$ cat config.mk
export PLATFORM = sky130hd
export DESIGN_NAME = clf_top
export DESIGN_NICKNAME = d
export VERILOG_FILES = /design/src/design/clf_top.v
export VERILOG_INCLUDE_DIRS = /design/src /design/src/pkg
export SDC_FILE = /design/constraint.sdc
export NUM_CORES = 2
export LEC_CHECK = 0
export ABC_AREA = 1
export BUFFER_PORTS_ARGS = -buffer_cell sky130_fd_sc_hd__buf_2
export CAP_MARGIN = 40
export CORE_AREA = 10 10 444 446
export CTS_BUF_LIST = sky130_fd_sc_hd__clkbuf_4 sky130_fd_sc_hd__clkbuf_8
export DETAILED_ROUTE_END_ITERATION = 7
export DIE_AREA = 0 0 454 456
export HOLD_SLACK_MARGIN = 0.12
export PLACE_DENSITY = 0.61
export SLEW_MARGIN = 10
export SYNTH_ARGS = -nofsm -noshare
export SYNTH_HDL_FRONTEND = slang
export SYNTH_SLANG_ARGS = --single-unit
export TNS_END_PERCENT = 10
$ cat constraint.sdc
create_clock -name pclk -period 6.3 [get_ports pclk]
set_clock_uncertainty 0.1 [all_clocks]
set_input_delay 0.945 -clock pclk [delete_from_list [all_inputs] [get_ports pclk]]
set_output_delay 0.945 -clock pclk [all_outputs]
set_load 0.05 [all_outputs]
$ cat src/pkg/clf_defines.vh
// register map, field positions, reset values and timing constants of the logic blocks
`ifndef CLF_DEFINES_VH
`define CLF_DEFINES_VH

// register indices (byte address = index * 4)
`define CLF_IDX_VAR_VALUE  5'd0
`define CLF_IDX_VAR_DATA   5'd1
`define CLF_IDX_VAR_TRIG   5'd2
`define CLF_IDX_VAR_THR    5'd3
`define CLF_IDX_VAR_FUNC   5'd4
`define CLF_IDX_COND_IN1   5'd5
`define CLF_IDX_COND_OPS   5'd9
`define CLF_IDX_SR_SET     5'd10
`define CLF_IDX_SR_RST     5'd11
`define CLF_IDX_SR_THR     5'd12
`define CLF_IDX_DTC_CFG0   5'd13
`define CLF_IDX_TX_PGN0    5'd18
`define CLF_IDX_TX_RATE0   5'd24
`define CLF_IDX_STATUS     5'd30
`define CLF_NUM_CFG        30

// field positions
`define CLF_OP1_LSB        0
`define CLF_OP2_LSB        4
`define CLF_OP3_LSB        8
`define CLF_SET_MIN_LSB    0
`define CLF_SET_MAX_LSB    8
`define CLF_RST_MIN_LSB    16
`define CLF_RST_MAX_LSB    24
`define CLF_DTC_FMI_LSB    19
`define CLF_TX_PRIO_LSB    18
`define CLF_TX_DA_LSB      21
`define CLF_TX_SIGEN_LSB   16

// codes
`define CLF_FUNC_MINUS     4'd10
`define CLF_PF_PDU2_MIN    8'hf0
`define CLF_GLOBAL_ADDR    8'hff

// reset values
`define CLF_PRIO_RESET     3'd6
`define CLF_PGN_PROPB_BASE 18'h0ff00
`define CLF_SIGEN_RESET    4'hf

// timing: one tick per millisecond at 200 MHz
`define CLF_PCLK_MHZ       200
`define CLF_TICK_US        1000
`define CLF_TICK_CYCLES    (`CLF_TICK_US * `CLF_PCLK_MHZ)
`define CLF_SAVE_GAP_MS    14'd10000
`define CLF_DTC_HOLD_MS    12'd3000
`define CLF_HOLDOFF_MS     13'd5000

`endif

$ cat src/design/clf_top.v
// configurable logic blocks: variable, conditional, set/reset, dtc react, transmit scheduler
//
// Our own choices: the register offsets and register access over APB.
`timescale 1ns/1ps
// Behaviour
// - true update compare loads and saves variable
// - one save per true, false rearms
// - saves spaced at least ten seconds
// - conditional output is only zero or one
// - comparators codes 0..6 on input pairs
// - codes 7..9 give or, and, xor
// - third operator combines both comparator results
// - reset dominant latch, starts off, holds
// - latch inputs use min/max percent thresholds
// - five spn/fmi pairs set state on match
// - state clears after three seconds without match
// - six transmit messages with four signals
// - periodic send, zero rate disables unless shared
// - shared pgn bundle timed by lowest message
// - no transmit during five second hold-off
// - default pgns are proprietary b broadcasts
// - default transmit priority is six
// - destination used only for pdu1 pgns
// - variable value readable and writable by software
// - unused signals are disabled and omitted
`include "clf_defines.vh"

module clf_top #(
  parameter TICK_CYCLES = `CLF_TICK_CYCLES
) (
  input  wire        pclk,
  input  wire        presetn,
  input  wire        psel,
  input  wire        penable,
  input  wire        pwrite,
  input  wire [31:0] paddr,
  input  wire [31:0] pwdata,
  output reg  [31:0] prdata,
  output reg         pready,
  output reg         pslverr,
  input  wire        dm1_valid,
  input  wire [18:0] dm1_spn,
  input  wire [4:0]  dm1_fmi,
  output reg         nv_save,
  output reg  [31:0] nv_data,
  output reg         cond_out,
  output reg         sr_out,
  output reg  [4:0]  dtc_state,
  output reg         tx_req,
  output reg  [5:0]  tx_bundle,
  output reg  [17:0] tx_pgn,
  output reg  [2:0]  tx_prio,
  output reg  [7:0]  tx_da,
  output reg  [23:0] tx_sig_en
);

  // comparison and logic operators shared by variable and conditional blocks
  function cmp;
    input [3:0]  op;
    input [31:0] a;
    input [31:0] b;
    begin
      case (op)
        4'd1: cmp = (a == b);
        4'd2: cmp = (a != b);
        4'd3: cmp = (a > b);
        4'd4: cmp = (a >= b);
        4'd5: cmp = (a < b);
        4'd6: cmp = (a <= b);
        4'd7: cmp = (a != 0) | (b != 0);
        4'd8: cmp = (a != 0) & (b != 0);
        4'd9: cmp = (a != 0) ^ (b != 0);
        default: cmp = 1'b0;
      endcase
    end
  endfunction

  // threshold with dead band: on at max, off at min, else hold
  function thr_state;
    input [31:0] src;
    input [7:0]  tmin;
    input [7:0]  tmax;
    input        prev;
    begin
      if (src >= {24'h0, tmax})
        thr_state = 1'b1;
      else if (src <= {24'h0, tmin})
        thr_state = 1'b0;
      else
        thr_state = prev;
    end
  endfunction

  // loop indices, one per process, so no two processes share one
  integer i;
  integer rf_i;
  integer tx_i;
  genvar  g;

  reg  [31:0] cfg [0:`CLF_NUM_CFG-1];   // software register file
  reg  [17:0] tick_cnt;                 // millisecond prescaler
  reg         tick;                     // one-cycle millisecond pulse
  reg         save_armed;               // set by reset or a false evaluation
  reg  [13:0] gap_cnt;                  // ms left before next save allowed
  reg  [12:0] hold_cnt;                 // ms left of power-up hold-off
  reg         set_on;                   // thresholded set input
  reg         rst_on;                   // thresholded reset input
  reg  [5:0]  tx_pend;                  // leaders due to send
  wire [4:0]  idx;                      // word index of address
  wire        mapped;                   // address hits a register
  wire        acc;                      // access phase, answer cycle
  wire        wr_ok;                    // write takes effect now
  wire [31:0] status;                   // read-only block state
  wire        var_true;                 // variable update function
  wire        op1_res;                  // first_comparator_result
  wire        op2_res;                  // second_comparator_result
  wire        hold_done;                // transmit hold-off over
  wire        do_save;                  // save this cycle
  wire [5:0]  leader;                   // lowest message of its pgn
  wire [5:0]  fire;                     // leader period expired on tick
  wire [17:0] pgn  [0:5];               // pgn of each message
  wire [15:0] rate [0:5];               // interval in ms
  reg  [5:0]  members [0:5];            // messages bundled with leader
  reg  [5:0]  pick;                     // lowest pending leader one-hot
  reg  [2:0]  pick_n;                   // its index
  wire [4:0]  dtc_hit;                  // pair matched this cycle
  wire [4:0]  dtc_expire;               // pair silent for the hold time

  // bus decode: word index, mapped range, answer cycle
  assign idx    = paddr[6:2];
  assign mapped = (paddr[31:7] == 25'h0) && (paddr[1:0] == 2'b00) && (idx <= `CLF_IDX_STATUS);
  assign acc    = psel & penable & ~pready;
  assign wr_ok  = psel & penable & pready & pwrite & ~pslverr;
  assign hold_done = (hold_cnt == 13'd0);

  // variable update function: codes of the comparator table, or trigger minus threshold
  assign var_true = (cfg[`CLF_IDX_VAR_FUNC][3:0] == `CLF_FUNC_MINUS) ?
                    (cfg[`CLF_IDX_VAR_TRIG] > cfg[`CLF_IDX_VAR_THR]) :
                    cmp(cfg[`CLF_IDX_VAR_FUNC][3:0], cfg[`CLF_IDX_VAR_TRIG],
                        cfg[`CLF_IDX_VAR_THR]);
  // a save needs a true function, the armed flag (set by reset or a seen false) and an expired gap
  assign do_save = var_true & save_armed & (gap_cnt == 14'd0);

  // the two comparators on input pairs 1/2 and 3/4
  assign op1_res = cmp(cfg[`CLF_IDX_COND_OPS][`CLF_OP1_LSB +: 4],
                       cfg[`CLF_IDX_COND_IN1], cfg[`CLF_IDX_COND_IN1 + 5'd1]);
  assign op2_res = cmp(cfg[`CLF_IDX_COND_OPS][`CLF_OP2_LSB +: 4],
                       cfg[`CLF_IDX_COND_IN1 + 5'd2], cfg[`CLF_IDX_COND_IN1 + 5'd3]);

  // [8] armed, [7] hold-off over, [6:2] faults, [1] latch, [0] cond
  assign status = {23'h0, save_armed, hold_done, dtc_state, sr_out, cond_out};

  // per-message fields and bundle grouping
  generate
    for (g = 0; g < 6; g = g + 1) begin : g_msg
      reg [15:0] per_cnt;   // ms since last send of this leader
      assign pgn[g]  = cfg[`CLF_IDX_TX_PGN0 + g][17:0];
      assign rate[g] = cfg[`CLF_IDX_TX_RATE0 + g][15:0];
      // a message leads its group when no lower one shares its pgn
      if (g == 0) begin : g_first
        assign leader[g] = 1'b1;
      end else begin : g_rest
        assign leader[g] = ~|(members_below(g, pgn[g]));
      end
      // zero rate on the leader stops the group
      assign fire[g] = tick & hold_done & leader[g] & (rate[g] != 16'h0) &
                       (per_cnt >= rate[g] - 16'd1);

      // period counter, runs only for enabled leaders after hold-off
      always @(posedge pclk or negedge presetn) begin
        if (!presetn) begin
          per_cnt <= 16'h0;
        end else if (!leader[g] || rate[g] == 16'h0 || !hold_done) begin
          per_cnt <= 16'h0;
        end else if (tick) begin
          per_cnt <= fire[g] ? 16'h0 : per_cnt + 16'd1;
        end
      end
    end
  endgenerate

  // mask of lower messages sharing a pgn
  function [5:0] members_below;
    input integer n;
    input [17:0]  p;
    integer k;
    begin
      members_below = 6'h0;
      for (k = 0; k < 6; k = k + 1)
        if (k < n && pgn[k] == p)
          members_below[k] = 1'b1;
    end
  endfunction

  // bundle members and lowest pending leader
  always @* begin
    pick   = 6'h0;
    pick_n = 3'd0;
    for (i = 5; i >= 0; i = i - 1) begin
      members[i] = 6'h0;
      if (tx_pend[i]) begin
        pick   = 6'h1 << i;
        pick_n = i[2:0];
      end
    end
    for (i = 0; i < 6; i = i + 1) begin
      if (pgn[i] == pgn[0]) members[0][i] = 1'b1;
      if (pgn[i] == pgn[1] && i >= 1) members[1][i] = 1'b1;
      if (pgn[i] == pgn[2] && i >= 2) members[2][i] = 1'b1;
      if (pgn[i] == pgn[3] && i >= 3) members[3][i] = 1'b1;
      if (pgn[i] == pgn[4] && i >= 4) members[4][i] = 1'b1;
      if (pgn[i] == pgn[5] && i >= 5) members[5][i] = 1'b1;
    end
  end

  // apb slave: one wait state, registered answer
  always @(posedge pclk or negedge presetn) begin
    if (!presetn) begin
      pready  <= 1'b0;
      pslverr <= 1'b0;
      prdata  <= 32'h0;
    end else begin
      pready <= acc;
      if (acc) begin
        pslverr <= ~mapped;
        if (!pwrite && mapped)
          prdata <= (idx == `CLF_IDX_STATUS) ? status : cfg[idx];
        else
          prdata <= 32'h0;
      end else begin
        pslverr <= 1'b0;
      end
    end
  end

  // register file and variable block
  always @(posedge pclk or negedge presetn) begin
    if (!presetn) begin
      for (rf_i = 0; rf_i < `CLF_NUM_CFG; rf_i = rf_i + 1)
        cfg[rf_i] <= 32'h0;
      for (rf_i = 0; rf_i < 6; rf_i = rf_i + 1) begin
        // proprietary b broadcast, priority 6, all signals used
        cfg[`CLF_IDX_TX_PGN0 + rf_i] <= {3'h0, `CLF_GLOBAL_ADDR, `CLF_PRIO_RESET,
                                         `CLF_PGN_PROPB_BASE + rf_i[17:0]};
        cfg[`CLF_IDX_TX_RATE0 + rf_i] <= {12'h0, `CLF_SIGEN_RESET, 16'h0};
      end
      save_armed <= 1'b1;
      gap_cnt    <= 14'd0;
      nv_save    <= 1'b0;
      nv_data    <= 32'h0;
    end else begin
      nv_save <= do_save;
      // software write; a save in the same cycle wins the variable
      if (wr_ok && idx != `CLF_IDX_STATUS)
        cfg[idx] <= pwdata;
      if (do_save) begin
        cfg[`CLF_IDX_VAR_VALUE] <= cfg[`CLF_IDX_VAR_DATA];
        nv_data    <= cfg[`CLF_IDX_VAR_DATA];
        save_armed <= 1'b0;
        gap_cnt    <= `CLF_SAVE_GAP_MS;
      end else begin
        if (!var_true)
          save_armed <= 1'b1;
        if (tick && gap_cnt != 14'd0)
          gap_cnt <= gap_cnt - 14'd1;
      end
    end
  end

  // millisecond tick and power-up hold-off
  always @(posedge pclk or negedge presetn) begin
    if (!presetn) begin
      tick_cnt <= 18'h0;
      tick     <= 1'b0;
      hold_cnt <= `CLF_HOLDOFF_MS;
    end else begin
      // one pulse each time the prescaler wraps
      tick     <= (tick_cnt == TICK_CYCLES - 1);
      tick_cnt <= (tick_cnt == TICK_CYCLES - 1) ? 18'h0 : tick_cnt + 18'd1;
      if (tick && hold_cnt != 13'd0)
        hold_cnt <= hold_cnt - 13'd1;
    end
  end

  // conditional block and set/reset latch
  always @(posedge pclk or negedge presetn) begin
    if (!presetn) begin
      cond_out <= 1'b0;
      set_on   <= 1'b0;
      rst_on   <= 1'b0;
      sr_out   <= 1'b0;
    end else begin
      case (cfg[`CLF_IDX_COND_OPS][`CLF_OP3_LSB +: 2])
        2'd1: cond_out <= op1_res | op2_res;
        2'd2: cond_out <= op1_res & op2_res;
        2'd3: cond_out <= op1_res ^ op2_res;
        default: cond_out <= 1'b0;
      endcase
      // thresholded inputs add a cycle before the latch sees them
      set_on <= thr_state(cfg[`CLF_IDX_SR_SET], cfg[`CLF_IDX_SR_THR][`CLF_SET_MIN_LSB +: 8],
                          cfg[`CLF_IDX_SR_THR][`CLF_SET_MAX_LSB +: 8], set_on);
      rst_on <= thr_state(cfg[`CLF_IDX_SR_RST], cfg[`CLF_IDX_SR_THR][`CLF_RST_MIN_LSB +: 8],
                          cfg[`CLF_IDX_SR_THR][`CLF_RST_MAX_LSB +: 8], rst_on);
      if (rst_on)
        sr_out <= 1'b0;
      else if (set_on)
        sr_out <= 1'b1;
    end
  end

  // dtc react: five pairs, each with its own silence timer
  generate
    for (g = 0; g < 5; g = g + 1) begin : g_dtc
      reg  [11:0] age;   // ms since last match
      wire [31:0] c = cfg[`CLF_IDX_DTC_CFG0 + g];   // spn and fmi of this pair
      // a zero spn marks the pair unused, so it never matches
      assign dtc_hit[g] = dm1_valid && (c[18:0] != 19'h0) && (dm1_spn == c[18:0]) &&
                          (dm1_fmi == c[`CLF_DTC_FMI_LSB +: 5]);
      // last tick of the hold time with no fresh match
      assign dtc_expire[g] = tick && dtc_state[g] &&
                             (age == `CLF_DTC_HOLD_MS - 12'd1);
      // silence timer, restarted by every match
      always @(posedge pclk or negedge presetn) begin
        if (!presetn) begin
          age <= 12'h0;
        end else if (dtc_hit[g]) begin
          age <= 12'h0;
        end else if (tick && dtc_state[g]) begin
          age <= age + 12'd1;
        end
      end
    end
  endgenerate

  // all states in one register; a match beats a timeout in one cycle
  always @(posedge pclk or negedge presetn) begin
    if (!presetn) begin
      dtc_state <= 5'h0;
    end else begin
      dtc_state <= dtc_hit | (dtc_state & ~dtc_expire);
    end
  end

  // transmit: queue expired leaders, send lowest pending one per cycle
  always @(posedge pclk or negedge presetn) begin
    if (!presetn) begin
      tx_pend   <= 6'h0;
      tx_req    <= 1'b0;
      tx_bundle <= 6'h0;
      tx_pgn    <= 18'h0;
      tx_prio   <= 3'd0;
      tx_da     <= 8'h0;
      tx_sig_en <= 24'h0;
    end else begin
      // a leader expiring while still pending is merged, not queued twice
      tx_pend <= (tx_pend & ~pick) | fire;
      tx_req  <= |pick;
      if (|pick) begin
        tx_bundle <= members[pick_n];
        tx_pgn    <= pgn[pick_n];
        tx_prio   <= cfg[`CLF_IDX_TX_PGN0 + pick_n][`CLF_TX_PRIO_LSB +: 3];
        // pdu1 uses the configured address, pdu2 is always broadcast
        tx_da <= (pgn[pick_n][15:8] < `CLF_PF_PDU2_MIN) ?
                 cfg[`CLF_IDX_TX_PGN0 + pick_n][`CLF_TX_DA_LSB +: 8] :
                 `CLF_GLOBAL_ADDR;
        for (tx_i = 0; tx_i < 6; tx_i = tx_i + 1)
          tx_sig_en[tx_i*4 +: 4] <= members[pick_n][tx_i] ?
                                 cfg[`CLF_IDX_TX_RATE0 + tx_i][`CLF_TX_SIGEN_LSB +: 4] :
                                 4'h0;
      end
    end
  end

endmodule

=== Word-level counts from Yosys, hierarchy flattened ===
Cells that the tools add are included.

* $add $sub $neg: 21
* Order comparisons: 28
* Eq/ne operators: 86
* Muxes and demuxes: 113
* Bitwise operators: 49
* Reduce and logical (&&, ||, !) cells: 100

{| class="wikitable"
|+ Operator list
! kind !! count
|-
| $bwmux W960 || 1
|-
| $mux W960 || 1
|-
| $eq A18 B18 Y1 || 30
|-
| $bmux W32 S5 || 2
|-
| $mux W16 || 18
|-
| $mux W32 || 6
|-
| $reduce_bool A32 Y1 || 6
|-
| $demux W32 S5 || 1
|-
| $mux W12 || 10
|-
| $add A16 B1 Y16 const B || 6
|-
| $eq A32 B32 Y1 || 3
|-
| $ge A16 B16 Y1 || 6
|-
| $ge A32 B32 Y1 || 3
|-
| $gt A32 B32 Y1 || 3
|-
| $le A32 B32 Y1 || 3
|-
| $logic_not A16 Y1 || 6
|-
| $lt A32 B32 Y1 || 3
|-
| $ne A32 B32 Y1 || 3
|-
| $reduce_bool A16 Y1 || 6
|-
| $sub A16 B1 Y16 const B || 6
|-
| $eq A19 B19 Y1 || 5
|-
| $reduce_bool A19 Y1 || 5
|-
| $ge A32 B8 Y1 || 2
|-
| $le A32 B8 Y1 || 2
|-
| other kinds (61) || 260
|}

* Register bits: 1,305
* Output and inout bits: 134
* Word-level logic and storage cells: 460

=== Longest topological paths before layout ===
* Depth after elaboration: 12
* Gate-level depth with buffers: 23
* Depth with buffers taken out: 22

=== Worst setup path before layout ===
Ideal clock, no wire load.

* Path kind: reg-to-reg
* Start: register cfg[2] (netlist bit)
* End: register g_msg[5].per_cnt[10]
* Data arrival time: 3,159 ps
* Slack: 2,976 ps
* Cell stages (with the launch flop): 19
* Clock period less this slack: 3,324 ps
* Cell sequence: dfrtp_1 -> inv_1 -> nand3_1 -> nor3_1 -> nand3_1 -> nor3_1 -> nand2_1 -> nor2_1 -> nand3_1 -> xor2_1 -> ha_1 -> a21oi_1 -> o21ai_0 -> a21oi_1 -> nand2_1 -> a31oi_1 -> clkbuf_1 -> nand3_1 -> nand2_1

* Longest elaborated chain between the ends: 6

{| class="wikitable"
|+ RTL lines
! item !! line !! source
|-
| start, declared || clf_top.v:100 || <nowiki>reg [31:0] cfg [0:`CLF_NUM_CFG-1];</nowiki>
|-
| start signal, assigned by index || clf_top.v:243 || <nowiki>cfg[`CLF_IDX_TX_PGN0 + rf_i] <= {3'h0, `CLF_GLOBAL_ADDR, `CLF_PRIO_RESET,</nowiki>
|-
| start signal, assigned by index || clf_top.v:245 || <nowiki>cfg[`CLF_IDX_TX_RATE0 + rf_i] <= {12'h0, `CLF_SIGEN_RESET, 16'h0};</nowiki>
|-
| start signal, assigned by index || clf_top.v:255 || <nowiki>cfg[idx] <= pwdata;</nowiki>
|-
| $sub A16 B1 Y16 or $reduce_bool A16 Y1 (tied branches) || clf_top.v:167, clf_top.v:166 ||
|-
| $ge A16 B16 Y1 or $and A1 B1 Y1 (tied branches) || clf_top.v:167, clf_top.v:166 ||
|-
| $and A1 B1 Y1 || clf_top.v:166 || <nowiki>assign fire[g] = tick & hold_done & leader[g] & (rate[g] != 16'h0) &</nowiki>
|-
| $mux W16 || clf_top.v:176 || <nowiki>per_cnt <= fire[g] ? 16'h0 : per_cnt + 16'd1;</nowiki>
|-
| $mux W16 || clf_top.v:175 || <nowiki>end else if (tick) begin</nowiki>
|-
| $mux W16 || clf_top.v:173 || <nowiki>end else if (!leader[g] || rate[g] == 16'h0 || !hold_done) begin</nowiki>
|-
| end signal, assigned || clf_top.v:176 ||
|-
| end, declared || clf_top.v:156 || <nowiki>reg [15:0] per_cnt;</nowiki>
|}

Several ways; a longest one is shown, not always the timed one. The select of a mux whose other input is x is not followed.
A chain may end at the register's enable or synchronous reset.

=== Final worst setup path ===
* Start: register cfg[162] (netlist bit)
* End: register g_msg[0].per_cnt[15]

* Longest elaborated chain between the ends: 6

{| class="wikitable"
|+ RTL lines
! item !! line
|-
| $sub A16 B1 Y16 or $reduce_bool A16 Y1 (tied branches) || clf_top.v:167, clf_top.v:166
|-
| $ge A16 B16 Y1 or $and A1 B1 Y1 (tied branches) || clf_top.v:167, clf_top.v:166
|-
| $and A1 B1 Y1 || clf_top.v:166
|-
| $mux W16 || clf_top.v:176
|-
| $mux W16 || clf_top.v:175
|-
| $mux W16 || clf_top.v:173
|-
| end signal, assigned || clf_top.v:176
|-
| end, declared || clf_top.v:156
|}

Several ways; a longest one is shown, not always the timed one. The select of a mux whose other input is x is not followed.

==> summary by stage <==
Status
The flow ran to the end, and the final reports show no timing, DRC or antenna violations.

Place
The total cell area at the placement stage is 78400 µm². Once placement completed, the tool counted placed cells totaling 11900. Once detailed placement completed, the half-perimeter wirelength came to 225 mm. Routability-driven placement finished with a final weighted congestion of 1.07. Input and output buffers added on the ports amount to 227.

GRT
The number of global-route vias before repair is 68200. Across every metal layer, demand over resource in global routing totals 0.300. The number of antenna violations at the first check in global routing came to 28. Entering global routing, the biggest net connects 161 pins.

In this run the most used layer during global routing was met2. For this run, global-route usage on met2 was measured as 0.439. The wire length of the first global-routing pass is 468 mm. For met1 alone, demand over resource in global routing was 0.391. In the global route stage, met3 resource usage came out at 0.0747. The total overflow left after global routing is 0.

Logic synthesis
In this run, synthesis produced a sequential element count of 1305. The unique cell type count in the Yosys netlist is 64. The async set-reset flop share out of synthesis is 1.00. Counting every net in the synthesized netlist gives 9993.

The per-instance average area after synthesis is 7.76 µm². Among all cell types in the netlist, the one instantiated most often is sky130_fd_sc_hd__nand2_1. The cell accounting for the most synthesized area is sky130_fd_sc_hd__dfrtp_1. The share of synthesized area in the top cell type comes to 0.388.

Sorting the synthesized cells by how often they occur yields 2381 x sky130_fd_sc_hd__nand2_1, 1253 x sky130_fd_sc_hd__o21ai_0, 1160 x sky130_fd_sc_hd__dfrtp_1. Of the synthesized area, sequential elements account for 0.439. The number of warnings reported in the yosys synthesis log is 0.

The area of the mapped netlist is 74900 µm². In this run, synthesis inferred 0 flip-flops with an integrated enable. The most used flip-flop cell after synthesis is sky130_fd_sc_hd__dfrtp_1. Counting every instance in the synthesized netlist gives 9646. By area the synthesized netlist is led by sky130_fd_sc_hd__dfrtp_1 39%, sky130_fd_sc_hd__nand2_1 12%, sky130_fd_sc_hd__o21ai_0 8.4%.

Timing
The minimum clock period is 4.30 ns. The max-slew violation count is 0. The worst hold margin is 0.306 ns. Setup repair after global routing left no endpoint under its margin. The final number of setup-violating endpoints is 0. The number of hold violations in the final report is 0. Timing would allow up to 232 MHz. The worst pin sits at a relative slew slack of 0.336. Of the available clock period, the critical path in the final layout requires 0.683.

For the pin with the worst max-slew slack, the measured transition is 0.996 ns. Setup total negative slack on the finished layout was measured at 0 ns.

Min path
In this run the most critical hold path is launched from penable. The sink of the worst hold path is pready$_DFF_PN0_. The depth of the worst hold-timing path is 4.

The class of the most critical hold timing path is in -> reg.

Pwr
Dividing total power by cell area gives a power density of 242 nW/µm². The internal power component is 14.3 mW. The peak supply drop is 0.000244 V. The logic gate share of total power is 0.119. In this run the power spent charging and discharging nets is 5.93 mW. Of the total power, registers draw 0.439. Of the total power, the share spent switching nets is 0.294. The share of total power dissipated in the clock network is 0.443. The analysis attributes to cell leakage a power of 39.0 nW.

After layout, the design draws a total of 20.2 mW.

Routing
The first routing iteration left 9247 violations. After detailed routing, the average wire length per cell comes to 26.0 µm. In the routed design, unresolved DRC markers number 0.

The count of vias placed by the detailed router is 72500. The final routed wirelength across all metal layers is 321 mm. The residual antenna-violating net count after detailed routing is 0. The detailed-routing iteration count for the pre-antenna-repair pass is 7. The detailed-route vias per instance is 5.87.

Clock tree
The clock reaches the later pin of the worst-skew pair after 1.03 ns. The longest clock path from root to sink contains 3 buffers. Once the clock tree was built, the setup fixing pass inserted 0 buffers.

The post-cts hold buffer count is 2. TritonCTS built the clock tree. The H-tree generated during clock tree synthesis spans 4 levels.

CTS saw 1305 sinks. Clock-pin slew was measured on the worst setup and hold paths at 0.06 ns. The number of buffers added by the clock tree synthesis step is 230.

The root buffer cell chosen for the clock tree is sky130_fd_sc_hd__clkbuf_8. Post-CTS repair changed the size of 0 cells.

Critical path
STA classifies the critical path endpoint as a register. The data arrival time of the critical path is 5.16 ns. The worst setup path is of the reg -> reg kind. For the worst setup path, the data required time is 7.16 ns.

The kind of launch point of the worst setup path is a register. The critical-path maximum fanout is 12. The worst register-to-register path begins at cfg[162]$_DFFE_PN0P_. Counting cells, the worst reg-to-reg path comes to 22. In this run the critical register-to-register path is captured at g_msg[0].per_cnt[15]$_DFFE_PN0P_. For flop-to-flop paths, the worst setup slack is 2.00 ns.

Flow run
The max capacitance violation total is 0.

Final layout
The share of post-route cells with drive strength above 1 is 0.110. The final layout net count is 9987. The area occupied by registers is 32800 µm². The non-filler instance count after layout is 12300. The count of filler cells inserted in the layout is 18800. The post-synthesis to final-layout area growth is 11.8%. Once layout is done, the placed cells without fillers occupy 83700 µm².

The combined area of the multi-input logic cells is 36500 µm².

Die
Measured along the y axis, the die boundary spans 456 µm. The core box area is 188000 µm². The die width is 454 µm. For this configuration, the core starts out at a cell density of 0.399.

The total I/O pin count is 228. The floorplan has 159 rows. The area of the die is 207000 µm².
-- routing by layer --
metal  vias to the layer above  wire (µm)
met5                         -        102
met3                       901      34000
met2                      4007     136000
met1                     35000     126000
met4                        16      24800
li1                      32600          -
-- layout by cell type, fill, tap and decap left out, drive strengths merged, types with 5 or more instances in the layout --
| cell type | Yosys | routed |
|---|---|---|
| nor3 | 183 | 183 |
| o211ai | 70 | 70 |
| nand2 | 2395 | 2395 |
| diode | 0 | 17 |
| clkbuf | 428 | 366 |
| a22oi | 122 | 122 |
| o22ai | 194 | 194 |
| nand3 | 630 | 630 |
| nor4 | 144 | 144 |
| inv | 798 | 806 |
| bufinv | 0 | 8 |
| nor2 | 576 | 576 |
| o21ai | 1271 | 1271 |
| xor2 | 248 | 248 |
| o31ai | 16 | 16 |
| buf | 212 | 399 |
| a2111oi | 6 | 6 |
| ha | 253 | 253 |
| a211oi | 5 | 5 |
| a221oi | 29 | 29 |
| nand4 | 230 | 230 |
| o221ai | 50 | 50 |
| a22o | 29 | 29 |
| dfstp | 145 | 145 |
| dfrtp | 1160 | 1160 |
| nor3b | 16 | 16 |
| a21oi | 177 | 177 |
| nand3b | 41 | 41 |
| xnor2 | 111 | 111 |
| a31oi | 28 | 28 |
| clkinv | 6 | 50 |
| o2111ai | 19 | 19 |
| or2 | 14 | 14 |
| o21a | 13 | 13 |
-- critical path: stages, from the launching register on --
cell                      delay [ns]
sky130_fd_sc_hd__dfrtp_1        0.45
sky130_fd_sc_hd__nor2_1         0.13
sky130_fd_sc_hd__nand2_1        0.08
sky130_fd_sc_hd__nor3_1         0.26
sky130_fd_sc_hd__nand2_1        0.13
sky130_fd_sc_hd__nor2_1         0.12
sky130_fd_sc_hd__nand2_1        0.09
sky130_fd_sc_hd__nor3_1         0.28
sky130_fd_sc_hd__nand2_1        0.15
sky130_fd_sc_hd__nor3_1         0.20
sky130_fd_sc_hd__xor2_1         0.20
sky130_fd_sc_hd__ha_1           0.26
sky130_fd_sc_hd__nand2_1        0.07
sky130_fd_sc_hd__inv_1          0.04
sky130_fd_sc_hd__nand3_1        0.08
sky130_fd_sc_hd__inv_1          0.05
sky130_fd_sc_hd__a21oi_1        0.15
sky130_fd_sc_hd__nand3_1        0.11
sky130_fd_sc_hd__nor2_1         0.62
sky130_fd_sc_hd__inv_1          0.32
sky130_fd_sc_hd__o21ai_0        0.22
sky130_fd_sc_hd__nand2_1        0.07
sky130_fd_sc_hd__inv_1          0.05
-- registers in the layout, summed over array words and instances, names as in the netlist, 3 cells and up --
signal / cells
cfg: 800
dtc_state: 5
g_dtc.age: 60
g_dtc.c: 160
g_msg.per_cnt: 96
gap_cnt: 14
hold_cnt: 13
nv_data: 32
prdata: 32
tick_cnt: 18
tx_bundle: 6
tx_da: 8
tx_pend: 6
tx_pgn: 18
tx_prio: 3
tx_sig_en: 24
-- area by class of cell --
type	instances	area share
repair buffers	402	0.0354
clock buffers	365	0.0552
flip-flops and latches	1305	0.392
diodes	17	0.000508
inverters	804	0.0362
clock inverters	62	0.00732
multi-input cells	6897	0.436
well taps	2495	0.0373
-- cell families after synthesis --
logic type | after synthesis | share of synthesized area
and+or+nand+nor | 4235 | 0.245
adders and majority gates | 253 | 0.0423
buffers and inverters | 1444 | 0.0763
AOI/OAI and AO/OA | 2050 | 0.156
DFF | 1305 | 0.439
xor gates and xnor gates | 359 | 0.0420
-- power groups by stage --
stage                     registers, mW  logic (mW)  clock network [mW]
after global placement             9.00        2.30                   0
after global routing               8.89        2.60                9.44
final                              8.87        2.40                8.95
after floorplan                    8.92        1.32                   0
after CTS                          8.86        2.35                9.05
after detailed placement           9.00        2.34                   0
-- per-stage QoR --
step / utilization / worst slack (ns)
4_1_cts: 0.446 / 2.05
2_1_floorplan: - / 2.98
5_1_grt: 0.446 / 1.40
3_3_place_gp: 0.414 / 1.55
3_5_place_dp: 0.418 / 1.64
6_report: 0.446 / 2.00
-- worst max path at each step --
stage,start,to,slack [ns],depth (start not counted)
finish,cfg[162]$_DFFE_PN0P_,g_msg[0].per_cnt[15]$_DFFE_PN0P_,2.00,22
CTS,cfg[162]$_DFFE_PN0P_,g_msg[0].per_cnt[15]$_DFFE_PN0P_,2.05,22
floorplan,cfg[2]$_DFFE_PN0P_,g_msg[5].per_cnt[10]$_DFFE_PN0P_,2.98,18
global placement,paddr[2],prdata[3]$_DFFE_PN0P_,1.55,11
global route,cfg[162]$_DFFE_PN0P_,g_msg[0].per_cnt[15]$_DFFE_PN0P_,1.40,22
detailed placement,paddr[3],prdata[4]$_DFFE_PN0P_,1.64,10
No activity file was read; power rests on OpenSTA's default activity.
